## src/hdl/rst_seq_pkg.sv

```systemverilog
// Package for the chip reset sequencer: timing counts, states, carrier structs.
// Assumes a single system clock; slow timing comes from a low-frequency tick.
package rst_seq_pkg;

  // Low-frequency clock rate and system clock rate
  localparam int unsigned LF_HZ        = 32000;
  localparam int unsigned SYS_HZ       = 125000000;
  // Internal power-on hold, in ms, and as low-frequency cycles
  localparam int unsigned POR_HOLD_MS  = 300;
  localparam int unsigned POR_HOLD_CYC = (POR_HOLD_MS * LF_HZ) / 1000;
  // Stretchers and qualifier, in low-frequency cycles
  localparam int unsigned SDRAM_CYC    = 7;
  localparam int unsigned SYS_CYC      = 14;
  localparam int unsigned QUAL_CYC     = 4;
  // System clocks per low-frequency cycle
  localparam int unsigned LF_DIV       = SYS_HZ / LF_HZ;

  // Sequencer states
  typedef enum logic [2:0] {
    ST_IDLE  = 3'h0,
    ST_HOLD  = 3'h1,
    ST_SDRAM = 3'h2,
    ST_SYS   = 3'h3,
    ST_RUN   = 3'h4
  } seq_state_t;

  // Reset outputs travelling together
  typedef struct packed {
    logic sdram_rst_n;
    logic internal_system_reset_n;
    logic module_rst_n;
    logic reset_out_n;
  } rst_bundle_t;

endpackage : rst_seq_pkg

```

## src/hdl/chip_reset_sequencer.sv

```systemverilog
// Chip reset sequencer: qualifies master reset, synchronises power-on reset, takes watchdog
// time-out; stretches SDRAM and system resets; selects the clock output.
// Assumes pin inputs are asynchronous to clk_sys; low_freq_clock is sampled.
`timescale 1ns/1ps

// Behaviour
// - Master reset is active low; holds all modules but reset and clock control.
// - Reset output low on power-on, master reset or watchdog time-out.
// - Power-on input is active high; any high level requests power-up reset.
// - Internal power-on reset held 300 ms of low-frequency clock.
// - SDRAM reset stretched 7 low-frequency cycles after power-on hold.
// - System reset and reset output stretched 14 cycles, released together.
// - Master reset qualified by 4 consecutive low-frequency samples.
// - Clock output pin driven from a selectable internal clock.
module chip_reset_sequencer #(
  parameter int unsigned HOLD_CYC = rst_seq_pkg::POR_HOLD_CYC,
  parameter int unsigned NCLK     = 4
) (
  input  wire logic                     clk_sys,
  input  wire logic                     rst_n,
  input  wire logic                     low_freq_clock,
  input  wire logic                     master_reset_n,
  input  wire logic                     power_on_reset,
  input  wire logic                     watchdog_timeout,
  input  wire logic [NCLK-1:0]          clk_sources,
  input  wire logic [$clog2(NCLK)-1:0]  clk_out_sel,
  output rst_seq_pkg::rst_bundle_t      resets,
  output logic                          clock_output_pin
);

  localparam int CW = 14;

  // Two-flop synchronisers for pin inputs
  logic [1:0] lf_sync_reg;
  logic [1:0] mr_sync_reg;
  logic [1:0] por_sync_reg;
  logic       lf_prev_reg;
  always_ff @(posedge clk_sys or negedge rst_n) begin
    if (!rst_n) begin
      lf_sync_reg  <= 2'h0;
      mr_sync_reg  <= 2'h3;
      por_sync_reg <= 2'h3;
      lf_prev_reg  <= 1'b0;
    end else begin
      lf_sync_reg  <= {lf_sync_reg[0], low_freq_clock};
      mr_sync_reg  <= {mr_sync_reg[0], master_reset_n};
      por_sync_reg <= {por_sync_reg[0], power_on_reset};
      lf_prev_reg  <= lf_sync_reg[1];
    end
  end

  // One-cycle tick per rising edge of the low-frequency clock
  logic lf_tick;
  assign lf_tick = lf_sync_reg[1] & ~lf_prev_reg;

  // Master reset qualifier counts consecutive low samples
  logic [2:0] qual_reg;
  logic       mr_qual;
  always_ff @(posedge clk_sys or negedge rst_n) begin
    if (!rst_n) begin
      qual_reg <= 3'h0;
    end else if (mr_sync_reg[1]) begin
      qual_reg <= 3'h0;
    end else if (lf_tick && qual_reg != 3'(rst_seq_pkg::QUAL_CYC)) begin
      qual_reg <= qual_reg + 3'h1;
    end
  end
  assign mr_qual = (qual_reg == 3'(rst_seq_pkg::QUAL_CYC));

  // Any cause restarts the sequence; power-on is active high
  logic cause;
  assign cause = por_sync_reg[1] | mr_qual | watchdog_timeout;

  rst_seq_pkg::seq_state_t state_reg;
  logic [CW-1:0]           cnt_reg;

  // Sequencer: hold, SDRAM stretch, system stretch, then run
  always_ff @(posedge clk_sys or negedge rst_n) begin
    if (!rst_n) begin
      state_reg <= rst_seq_pkg::ST_IDLE;
      cnt_reg   <= '0;
    end else if (cause) begin
      state_reg <= rst_seq_pkg::ST_IDLE;
      cnt_reg   <= '0;
    end else begin
      case (state_reg)
        rst_seq_pkg::ST_IDLE: begin
          state_reg <= rst_seq_pkg::ST_HOLD;
          cnt_reg   <= '0;
        end
        rst_seq_pkg::ST_HOLD: begin
          if (lf_tick) begin
            if (cnt_reg == CW'(HOLD_CYC - 1)) begin
              state_reg <= rst_seq_pkg::ST_SDRAM;
              cnt_reg   <= '0;
            end else begin
              cnt_reg <= cnt_reg + 1'b1;
            end
          end
        end
        rst_seq_pkg::ST_SDRAM: begin
          if (lf_tick) begin
            if (cnt_reg == CW'(rst_seq_pkg::SDRAM_CYC - 1)) begin
              state_reg <= rst_seq_pkg::ST_SYS;
              cnt_reg   <= '0;
            end else begin
              cnt_reg <= cnt_reg + 1'b1;
            end
          end
        end
        rst_seq_pkg::ST_SYS: begin
          // Counted from hold end, so system lags SDRAM by 7 more cycles
          if (lf_tick) begin
            if (cnt_reg == CW'(rst_seq_pkg::SYS_CYC - rst_seq_pkg::SDRAM_CYC - 1)) begin
              state_reg <= rst_seq_pkg::ST_RUN;
              cnt_reg   <= '0;
            end else begin
              cnt_reg <= cnt_reg + 1'b1;
            end
          end
        end
        rst_seq_pkg::ST_RUN: begin
          state_reg <= rst_seq_pkg::ST_RUN;
        end
        default: begin
          state_reg <= rst_seq_pkg::ST_IDLE;
        end
      endcase
    end
  end

  // Registered reset outputs; module reset also follows qualified master reset
  always_ff @(posedge clk_sys or negedge rst_n) begin
    if (!rst_n) begin
      resets <= '0;
    end else begin
      resets.sdram_rst_n <= !cause && (state_reg == rst_seq_pkg::ST_SYS ||
                            state_reg == rst_seq_pkg::ST_RUN);
      resets.internal_system_reset_n <= !cause &&
                            state_reg == rst_seq_pkg::ST_RUN;
      resets.module_rst_n <= !cause && state_reg == rst_seq_pkg::ST_RUN;
      resets.reset_out_n  <= !cause && state_reg == rst_seq_pkg::ST_RUN;
    end
  end

  // Clock output mux; glitches on selection change are the user's concern
  always_ff @(posedge clk_sys or negedge rst_n) begin
    if (!rst_n) begin
      clock_output_pin <= 1'b0;
    end else begin
      clock_output_pin <= clk_sources[clk_out_sel];
    end
  end
endmodule : chip_reset_sequencer

```

## config.mk

```make
export PLATFORM = sky130hd
export DESIGN_NAME = chip_reset_sequencer
export DESIGN_NICKNAME = d
export VERILOG_FILES = /design/src/hdl/rst_seq_pkg.sv /design/src/hdl/chip_reset_sequencer.sv
export SDC_FILE = /design/constraint.sdc
export NUM_CORES = 1
export LEC_CHECK = 0
export ABC_AREA = 1
export BUFFER_PORTS_ARGS = -buffer_cell sky130_fd_sc_hd__buf_2
export CORE_ASPECT_RATIO = 0.9
export CORE_MARGIN = 1
export CORE_UTILIZATION = 58
export CTS_CLUSTER_DIAMETER = 150
export DETAILED_ROUTE_END_ITERATION = 7
export HOLD_SLACK_MARGIN = 0.15
export PLACE_DENSITY = 0.78
export SLEW_MARGIN = 20
export SYNTH_ARGS = -nofsm -noshare
export SYNTH_HDL_FRONTEND = slang
export SYNTH_SLANG_ARGS = --single-unit
export TNS_END_PERCENT = 5
```

## constraint.sdc

```tcl
create_clock -name clk_sys -period 2.06 [get_ports clk_sys]
set_input_delay 0.206 -clock clk_sys [delete_from_list [all_inputs] [get_ports clk_sys]]
set_output_delay 0.206 -clock clk_sys [all_outputs]
set_load 0.02 [all_outputs]
```

==> results of run 1 <==
-- routing by layer --
| metal | track usage | vias to the layer above | share of wire |
|---|---|---|---|
| met2 | 0.396 | 52 | 0.44 |
| met5 | 0 | - | 0 |
| li1 | - | 808 | - |
| met1 | 0.374 | 728 | 0.49 |
| met4 | 0.0698 | 0 | 0.0033 |
| met3 | 0.0649 | 2 | 0.059 |
-- worst paths after layout --
path	endpoint	slack, ps	depth (start not counted)
worst max register to register	cnt_reg[1]	300	9
worst max-delay path	cnt_reg[1]	300	9
max in group asynchronous	cnt_reg[4]	1220	2
worst min register to register	lf_sync_reg[1]	360	0
worst min-delay path	resets[0]	210	4
min in group asynchronous	resets[0]	420	2
-- where the power goes --
group	switching (mW)	internal (mW)	total (mW)	leakage, nW
clock	0.213	0.164	0.377	0.0343
sequential	0.00864	0.607	0.615	0.394
combinational	0.0675	0.0365	0.104	0.566
-- critical path: cells and delay by family (launching register included) --
kind,cells,cell delay (ps)
compound gates,1,170
fa+ha+maj,1,140
flops,1,400
simple gates,4,650
buf+inv,3,310
-- kinds of logic after synthesis --
logic type                 after synthesis  share of synthesized area
buffers and inverters                   41                     0.0991
DFF                                     30                      0.431
xor gates and xnor gates                 3                     0.0150
adders and majority gates                4                     0.0285
AOI/OAI and AO/OA                       29                     0.0919
and+or+nand+nor                        129                      0.335
-- final cells by class --
| type | count | area [sq um] |
|---|---|---|
| clock buffers | 6 | 51.3 |
| clock inverters | 2 | 12.5 |
| fillers | 214 | 840 |
| inverters | 36 | 135 |
| multi-input cells | 165 | 831 |
| flip-flops and latches | 30 | 756 |
| well taps | 40 | 50.0 |
| repair buffers | 22 | 140 |
-- through the flow --
stage	power [mW]	cell area, sq um	hold WS (ps)	worst slack, ps	util
3_5_place_dp	0.720	1850	281	200	0.656
4_1_cts	1.11	1970	193	177	0.700
2_1_floorplan	0.685	1760	-89.6	560	-
5_1_grt	1.15	1980	201	84.7	0.702
6_report	1.10	1980	206	302	0.702
3_3_place_gp	0.717	1850	269	273	0.656
-- synthesized netlist by cell type --
| master | n |
|---|---|
| a32oi_1 | 1 |
| dfrtp_1 | 26 |
| nor3_4 | 1 |
| inv_2 | 2 |
| o21ai_1 | 1 |
| buf_4 | 3 |
| o2111ai_1 | 2 |
| buf_6 | 1 |
| o21ai_0 | 9 |
| nand2_2 | 2 |
| dfstp_2 | 4 |
| xor2_1 | 3 |
| nand3_1 | 22 |
| nor2_4 | 1 |
| a21oi_1 | 14 |
| ha_1 | 4 |
| nand3_4 | 1 |
| nor2_1 | 29 |
| nand4_1 | 5 |
| nor4_1 | 1 |
| o211ai_1 | 2 |
| nand2_1 | 58 |
| inv_1 | 34 |
| buf_2 | 1 |
| nand3_2 | 2 |
| nor3_1 | 6 |
| or2_0 | 1 |
-- timing repair --
action	in CTS	in global routing
endpoints found under the hold margin	30	0
setup endpoints to repair	0	4
resized for setup	0	1
hold buffers	6	0
==> summary.md, run 1 <==
| Metric | Value |
|---|---|
| Lkg Pwr | between 0.9 and 1 nW |
| Critical Path Source | qual_reg[0] |
| Vias in the first global route | 1,363 |
| Final hold violation count | 0 |
| CTS root buffer | clkbuf_4 |
| Clock sink count | 30 |
| CTS H-tree depth | 2 |
| ANT nets after route | 0 |
| Post-route non-filler standard cell count | between 300 and 400 |
| Via count | approximately 1,600 |
| Dpl cells | between 200 and 300 |
| Startpoint Class | flop |
| Die height | 54.2 um |
| Crit Reg-Reg Startpoint | qual_reg[0] |
| Post-CTS Setup Bufs | 0 |
| Mean post-synth cell area | 7.44 sq um |
| Max-cap check violation count | 0 |
| Final slew viol count | 0 |
| Peak supply drop | 0.403 mV |
| Via count normalized by instance count | 5.28 |
| Cell taking the most area after synthesis | dfrtp_1 |
| Sequential area share after synthesis | 0.431 |
| Worst Max-Slew Pin Slew | approximately 630 ps |
| DRT iter0 DRCs | 110 |
| Req. time, crit path | 2300 ps |
| Ranking of synthesized cells by area | dfrtp_1, nand2_1, inv_1 |
| Most frequent cell on the critical path | inv_2 |
| Sequence of cells on the critical path | inv_1 > ha_1 > nand2_1 > nand3_2 > inv_2 > nand2_4 > inv_2 > or2_0 > o21ai_0 |
| Initial antenna violation count | 0 |
| Reg clk slew, reported paths | 110 ps |
| # IOs | 17 |
| Status | finished clean |
| Final RePlAce weighted congestion | 0.912 |
| Post-DP HPWL | between 2 and 3 mm |
| Post-Route WL | between 3 and 4 mm |
| Finish-stage setup viols | 0 |
| Clock latency on the worst-skew pair | 320 ps |
| Syn Nets | roughly 250 |
| Die width | 60.0 um |
| Nets@finish | about 280 |
| Final setup TNS | 0 ps |
| Cell count after synthesis | ~240 |
| Port buffer count | 16 |
| CTS tree | done |
| Fin Clk Skew | approximately 11 ps |
| Synthesized area | 1760 sq um |
| Max reg flops | 14 |
| WL/cell | 11.9 um |
| Site Rows | 18 |
| First-pass GRT wire length | around 6 mm |
| CTS buffer count | 5 |
| Final Cycle Share | 0.853 |
| Critical-path top delay cell | dfrtp_1 |
| Synth Warn # | 0 |
| First-pass DRT Iterations | 5 |
| Worst setup EP type | flop |
| PD cells | ~560 nW/um^2 |
| Peak Freq | 569 MHz |
| Total track usage | 0.263 |
| Post-synth top area share | 0.371 |
| Most frequent cells in the layout | nand2_1, inv_1, nor2_1, dfrtp_1, nand3_1 |
| Critical-path maximum fanout | 28 |
| Worst min-delay path startpoint | watchdog_timeout |
| Pin count of the biggest net entering global routing | 31 |
| DRC | 0 |
| # diodes | 0 |
| Synth Register Bits | 30 |
| Die area | around 3300 sq um |
| Minimum clock period | 1760 ps |
| Synth unique cells | 27 |
| Layout cells sized above 1 | 0.142 |
| Min-delay worst type | in2reg |
| Crit Path Class | reg2reg |
| Bufs on Longest Clock Path | 2 |
| Overflow left after global routing | 0 |
| CP max stage delay | 400 ps |
| Slew Limit Headroom | 0.580 |
| Data arrival, critical path | around 2000 ps |
| Initial Utilization | 0.624 |
| Core Area | around 2800 sq um |
| Most common cell after layout, fill and taps aside | nand2_1 |
| Area grow syn2layout | 12.5% |
| RSZ-0062 raised after global routing | false |
No activity file was read; power rests on OpenSTA's default activity.
==> inputs of run 2 (changes only) <==
- CTS_BUF_LIST: unset -> sky130_fd_sc_hd__clkbuf_16
- CTS_CLUSTER_SIZE: unset -> 14
- MAX_ROUTING_LAYER: unset -> met4
==> run 2 against run 1 <==
  * Clock power rose by 86%
  * Final cell count shrank 0.33%
  * Via count is 1.3% higher
  * Clock skew is 7.4 ps lower
  * Sequential share of layout area down 1.4 points
  * Cell area grew 3.9%
  * Clock-buffer cell count decreased by 1
  * Hold slack worse by 22 ps
  * Fmax grew 1.8%
  * Die area is the same
  * Register-to-register slack better by 30 ps
  * Critical endpoint unchanged
  * Largest cell class unchanged
  * Highest routed layer unchanged
==> summary.md, run 2 (synthesized netlist as in run 1, its figures left out) <==
| Metric | Value |
|---|---|
| Status | finished clean |
| Die width | 60.0 um (unchanged) |
| Minimum clock period | 1730 ps (-30.3 ps) |
| Peak supply drop | 0.614 mV (+52%) |
| Peak Freq | 579 MHz (+1.8%) |
| DRT iter0 DRCs | 135 (+23%) |
| Crit Path Class | reg2reg |
| Via count normalized by instance count | 5.37 (+1.7%) |
| Most common cell after layout, fill and taps aside | nand2_1 |
| Data arrival, critical path | 1910 ps (-90 ps) |
| First-pass GRT wire length | 6.35 mm (+4.1%) |
| Post-Route WL | 3.75 mm (+4.3%) |
| Req. time, crit path | 2240 ps (-60 ps) |
| Reg clk slew, reported paths | 50 ps (-60 ps) |
| Final setup TNS | 0 ps (unchanged) |
| Clock sink count | 30 (unchanged) |
| Most frequent cells in the layout | nand2_1, inv_1, nor2_1, dfrtp_1, nand3_1 |
| ANT nets after route | 0 (unchanged) |
| Core Area | 2820 sq um (unchanged) |
| Post-DP HPWL | 2.58 mm (unchanged) |
| Max reg flops | 14 (unchanged) |
| # diodes | 0 (unchanged) |
| Die area | 3250 sq um (unchanged) |
| CTS tree | done |
| Pin count of the biggest net entering global routing | 31 (unchanged) |
| Finish-stage setup viols | 0 (unchanged) |
| Layout cells sized above 1 | 0.138 (-0.00330) |
| Overflow left after global routing | 0 (unchanged) |
| Startpoint Class | flop |
| Slew Limit Headroom | 0.574 (-0.00604) |
| WL/cell | 12.5 um (+4.6%) |
| Critical Path Source | qual_reg[0] |
| Pwr Total | 1.42 mW (+30%) |
| Final RePlAce weighted congestion | 0.928 (+1.7%) |
| CTS buffer count | 5 (unchanged) |
| CTS root buffer | clkbuf_16 |
| Via count | 1,611 (+1.3%) |
| Total track usage | 0.285 (+0.0223) |
| Final hold violation count | 0 (unchanged) |
| Worst setup EP type | flop |
| Reg-to-Reg End | cnt_reg[1] |
| Initial Utilization | 0.624 (unchanged) |
| Die height | 54.2 um (unchanged) |
| RSZ-0062 raised after global routing | false |
| # IOs | 17 (unchanged) |
| Crit Reg-Reg Startpoint | qual_reg[0] |
| CTS H-tree depth | 2 (unchanged) |
| R2r worst-path depth | 9 (unchanged) |
| Post-CTS Setup Bufs | 0 (unchanged) |
| Max-cap check violation count | 0 (unchanged) |
| Nets@finish | 275 (-0.36%) |
| PD cells | 694 nW/um^2 (+25%) |
| Site Rows | 18 (unchanged) |
| Vias in the first global route | 1,416 (+3.9%) |
| Port buffer count | 16 (unchanged) |
| Clock latency on the worst-skew pair | 280 ps (-40 ps) |
| Fin Clk Skew | 3.70 ps (-7.45 ps) |
| Critical Path Sink | cnt_reg[1] |
| First-pass DRT Iterations | 5 (unchanged) |
| Worst Max-Slew Pin Slew | 639 ps (+9.06 ps) |
| Bufs on Longest Clock Path | 2 (unchanged) |
| Reg2reg setup slack | 330 ps (+30 ps) |
| Critical-path maximum fanout | 28 (unchanged) |
| Min-delay worst type | in2reg |
| Initial antenna violation count | 0 (unchanged) |
| Area grow syn2layout | 16.9% |
| Lkg Pwr | 1.01 nW (+2.0%) |
| DRC | 0 (unchanged) |
| Final slew viol count | 0 (unchanged) |
| Final Cycle Share | 0.839 (-0.0147) |
run 2: changes by cell type in the layout (fill, tap and decap cells not counted):
cell,before,now
clkbuf_16,0,5
clkbuf_4,5,0
clkbuf_8,1,0
clkinv_1,0,1
dlygate4sd3_1,6,5
nand2_4,1,0
nand2_8,0,1
run 2: repair_timing:
action,CTS,global route
hold buffers,5,0
setup endpoints to repair,0,4
resized for setup,0,2
hold endpoints to repair,30,0
run 2: metal layers:
metal  GRT usage  vias to the layer above  wire length [um]
met2       0.413                       57              1650
met1       0.376                      745              1790
met4       0.132                        0                65
met3      0.0673                        8               235
met5           -                        -                 0
li1            -                      801                 -
run 2: report_power, final:
group,total (mW),internal [mW],switching (mW)
Clock,0.702,0.440,0.262
Combinational,0.105,0.0349,0.0701
Sequential,0.617,0.608,0.00882
Total,1.42,1.08,0.341
run 2: stage by stage:
stage | area (sq um) | setup slack [ps] | hold WS [ps] | util | cells
floorplan | 1760 | 560 | -89.6 | - | 236
global placement | 1850 | 273 | 269 | 0.656 | 287
detailed placement | 1850 | 200 | 281 | 0.656 | 287
CTS | 2040 | 109 | 184 | 0.724 | 300
global route | 2050 | 94.0 | 235 | 0.729 | 300
finish | 2050 | 333 | 184 | 0.729 | 300
run 2: cell type report:
class | instances | area, sq um
timing repair buffer | 21 | 130
inverter | 36 | 135
multi-input combinational | 165 | 840
sequential | 30 | 756
clock inverter | 3 | 16.3
tap | 40 | 50.0
clock buffer | 5 | 125
fill | 206 | 763
run 2: worst min path at each step:
stage | start | to | slack (ps) | cells past startpoint
2_1_floorplan | rst_n | clock_output_pin | -90 | 0
3_3_place_gp | rst_n | cnt_reg[10] | 270 | 1
3_5_place_dp | rst_n | cnt_reg[8] | 280 | 1
4_1_cts | clk_sources[0] | clock_output_pin | 180 | 3
5_1_grt | clk_sources[0] | clock_output_pin | 240 | 3
6_report | clk_sources[0] | clock_output_pin | 180 | 3
run 2: critical path, cell delays in order (launching register included):
cell and delay (ps):
dfrtp_1 380, inv_1 90, ha_1 140, nand2_1 70, nand3_2 120, inv_2 130, nand2_8 190, inv_2 90
or2_0 220, o21ai_0 210
==> inputs of run 3 (changes only) <==
- ABC_AREA: 1 -> 0
- CORE_UTILIZATION: 58 -> 57
- clock period: 2.06 -> 1.6 ns (I/O delays scaled with it)
==> run 3 against run 2 <==
  * The run now ends with DRC, setup timing left
  * Sequential cell count unchanged
  * Setup slack got worse by 610 ps
  * Area after synthesis down 9.4%
  * Hold slack improved by 34 ps
  * Via count is 5.6% lower
  * Global-route usage increased by 7.1 points
  * Die area shrank 7.5%
  * Critical path type unchanged
  * Highest routed layer unchanged
==> summary.md, run 3 <==
| Metric | Value |
|---|---|
| Status | complete, but fails checks |
| Failing checks | DRC, setup timing |
| Number of synthesized flops with an enable pin | 0 (unchanged) |
| CTS H-tree depth | 2 (unchanged) |
| Worst setup EP type | flop |
| Pin count of the biggest net entering global routing | 31 (unchanged) |
| Setup ws final | -281 ps (-614 ps) |
| Comb pwr share | 0.097 (+0.023) |
| RSZ-0062 raised after global routing | true |
| Die height | 52.1 um (-3.8%) |
| DRT iter0 DRCs | 70 (-48%) |
| Final Cycle Share | 1.18 (+0.337) |
| Synth Warn # | 0 (unchanged) |
| Max-cap check violation count | 0 (unchanged) |
| Overflow left after global routing | 0 (unchanged) |
| Mean post-synth cell area | 10.4 sq um (+40%) |
| ANT nets after route | 0 (unchanged) |
| Async set-reset flop share out of synthesis | 1.00 (unchanged) |
| Finish-stage setup viols | 17 (+17) |
| Ys flop type | dfrtp_1 |
| Reg clk slew, reported paths | 50 ps (about the same) |
| Clock latency on the worst-skew pair | 280 ps (about the same) |
| Via count | 1,520 (-5.6%) |
| Synthesized area | 1590 sq um (-9.4%) |
| Initial Utilization | 0.623 (about the same) |
| Data arrival, critical path | 2040 ps (+130 ps) |
| First-pass DRT Iterations | 6 (+1) |
| Reg2reg setup slack | -280 ps (-610 ps) |
| Bufs on Longest Clock Path | 2 (unchanged) |
| Core Area | 2550 sq um (-9.3%) |
| CTS root buffer | clkbuf_16 |
| Cell taking the most area after synthesis | dfrtp_1 |
| Final slew viol count | 0 (unchanged) |
| Most common cell after layout, fill and taps aside | buf_4 |
| Port buffer count | 16 (unchanged) |
| Req. time, crit path | 1760 ps (-480 ps) |
| Flop pwr share | 0.434 (about the same) |
| Post-route non-filler standard cell count | 238 (-21%) |
| Layout cells sized above 1 | 0.381 (+0.242) |
| P_sw | 0.415 mW (+22%) |
| Crit Reg-Reg Startpoint | cnt_reg[12] |
| WHS Endpoint | clock_output_pin |
| Max reg flops | 14 (unchanged) |
| Die area | 3010 sq um (-7.5%) |
| Ranking of synthesized cells by area | dfrtp_1, dfstp_2, nand2_1 |
| Sequential area share after synthesis | 0.475 (+0.0447) |
| Cell count after synthesis | 153 (-35%) |
| Die width | 57.7 um (-3.9%) |
| Crit Path Class | reg2reg |
| Pint | 1.42 mW (+31%) |
| Most frequent cells in the layout | buf_4, dfrtp_1, nand2_1, buf_2 |
| Dpl cells | 224 (-22%) |
| WL/cell | 19.5 um (+56%) |
| Synth top cells by count | dfrtp_1, nand2_1, nand3_1, nor2_1 |
| Lkg Pwr | 1.03 nW (+1.6%) |
| Final hold violation count | 0 (unchanged) |
| Vias in the first global route | 1,582 (+12%) |
| Peak Freq | 532 MHz (-8.2%) |
| # diodes | 0 (unchanged) |
| Post-DP HPWL | 2.90 mm (+13%) |
| Minimum clock period | 1880 ps (+154 ps) |
| Final RePlAce weighted congestion | 0.890 (-4.1%) |
| DP Area | 1920 sq um (+4.1%) |
| Clock power share | 0.469 (-0.024) |
| Worst min-delay path startpoint | clk_out_sel[1] |
| Fin Clk Skew | 4.80 ps (+1.11 ps) |
| Site Rows | 17 (-1) |
| # IOs | 17 (unchanged) |
| CTS tree | done |
| Most frequent cell after synthesis | dfrtp_1 |
| Post-Route WL | 4.63 mm (+24%) |
| Hold path depth | 2 (-1) |
| Critical-path maximum fanout | 11 (-61%) |
| Via count normalized by instance count | 6.39 (+19%) |
| R2r worst-path depth | 6 (-3) |
| Clock sink count | 30 (unchanged) |
| Reg-to-Reg End | cnt_reg[5] |
| Startpoint Class | flop |
| Synth unique cells | 46 (+70%) |
| Slew Limit Headroom | 0.553 (-0.0209) |
| Nets@finish | 225 (-18%) |
| Worst Max-Slew Pin Slew | 671 ps (+31.4 ps) |
| First-pass GRT wire length | 7.31 mm (+15%) |
| Min-delay worst type | in2reg |
| PD cells | 847 nW/um^2 (+22%) |
| Post-Layout Inst Area | 2170 sq um (+5.7%) |
| Layout fillers | 133 (-35%) |
| Sw Ratio | 0.226 (-0.0134) |
| CTS buffer count | 5 (unchanged) |
| Area grow syn2layout | 36.3% |
| Post-synth top area share | 0.409 (+0.0385) |
| Syn Nets | 169 (-33%) |
| Total track usage | 0.356 (+0.0712) |
| Initial antenna violation count | 0 (unchanged) |
| DRC | 1 (+1) |
| Peak supply drop | 0.811 mV (+32%) |
| Synth Register Bits | 30 (unchanged) |
==> run 3: worst max-delay path by stage <==
stage	start	to	slack (ps)	depth (start not counted)
detailed placement	qual_reg[0]	cnt_reg[1]	-330	7
floorplan	qual_reg[1]	state_reg[1]	-190	7
finish	cnt_reg[12]	cnt_reg[5]	-280	6
global route	qual_reg[0]	state_reg[1]	-340	7
global placement	qual_reg[0]	cnt_reg[1]	-250	7
CTS	cnt_reg[12]	cnt_reg[5]	-260	6
==> run 3: layer usage <==
metal	part of all wire	track usage	vias to the layer above
li1	-	-	676
met3	0.070	0.0746	19
met4	0.033	0.175	0
met5	0	-	-
met1	0.37	0.368	743
met2	0.52	0.649	82
==> run 3: power groups by stage <==
stage | logic (mW) | clock network (mW) | registers [mW]
2_1_floorplan | 0.0723 | 0 | 0.810
3_3_place_gp | 0.141 | 0 | 0.803
6_report | 0.178 | 0.862 | 0.796
4_1_cts | 0.169 | 0.862 | 0.796
3_5_place_dp | 0.148 | 0 | 0.806
5_1_grt | 0.192 | 0.901 | 0.797
==> run 3: repair_timing <==
| item | CTS | global route |
|---|---|---|
| pin swaps | 4 | 3 |
| endpoints found under the setup margin | 17 | 17 |
| hold endpoints to repair | 29 | 0 |
| hold buffers | 4 | 0 |
| resized for setup | 10 | 4 |
| setup buffers | 2 | 0 |
==> run 3: cell families after synthesis <==
kind of cell / Yosys count / share of synthesized area
buf+inv: 14 / 0.0519
mux: 3 / 0.0275
compound gates: 38 / 0.193
fa+ha+maj: 4 / 0.0315
flops: 30 / 0.475
simple gates: 63 / 0.216
xor+xnor: 1 / 0.00551
==> run 3: layout make-up <==
cell class,count,area [sq um],area share
multi-input cells,109,821,0.379
flip-flops and latches,30,756,0.349
repair buffers,56,394,0.182
clock buffers,5,125,0.0577
well taps,28,35.0,0.0162
inverters,7,26.3,0.0121
clock inverters,3,11.3,0.00519
==> run 3: through the flow <==
step,util,TNS [ps],total power [mW],hold slack (ps),worst slack [ps]
CTS,0.842,-3460,1.83,222,-259
finish,0.850,-3740,1.84,219,-281
floorplan,-,-2580,0.882,-136,-189
detailed placement,0.753,-4150,0.954,223,-330
global route,0.850,-4820,1.89,212,-339
global placement,0.753,-2820,0.945,209,-249
==> run 3: worst max-delay path, stage by stage, from the launching register on <==
cell and delay, ps:
dfrtp_1 400, or4_4 560, a31oi_4 160, a21o_4 230, buf_6 130, nor3_2 30, a221o_1 250
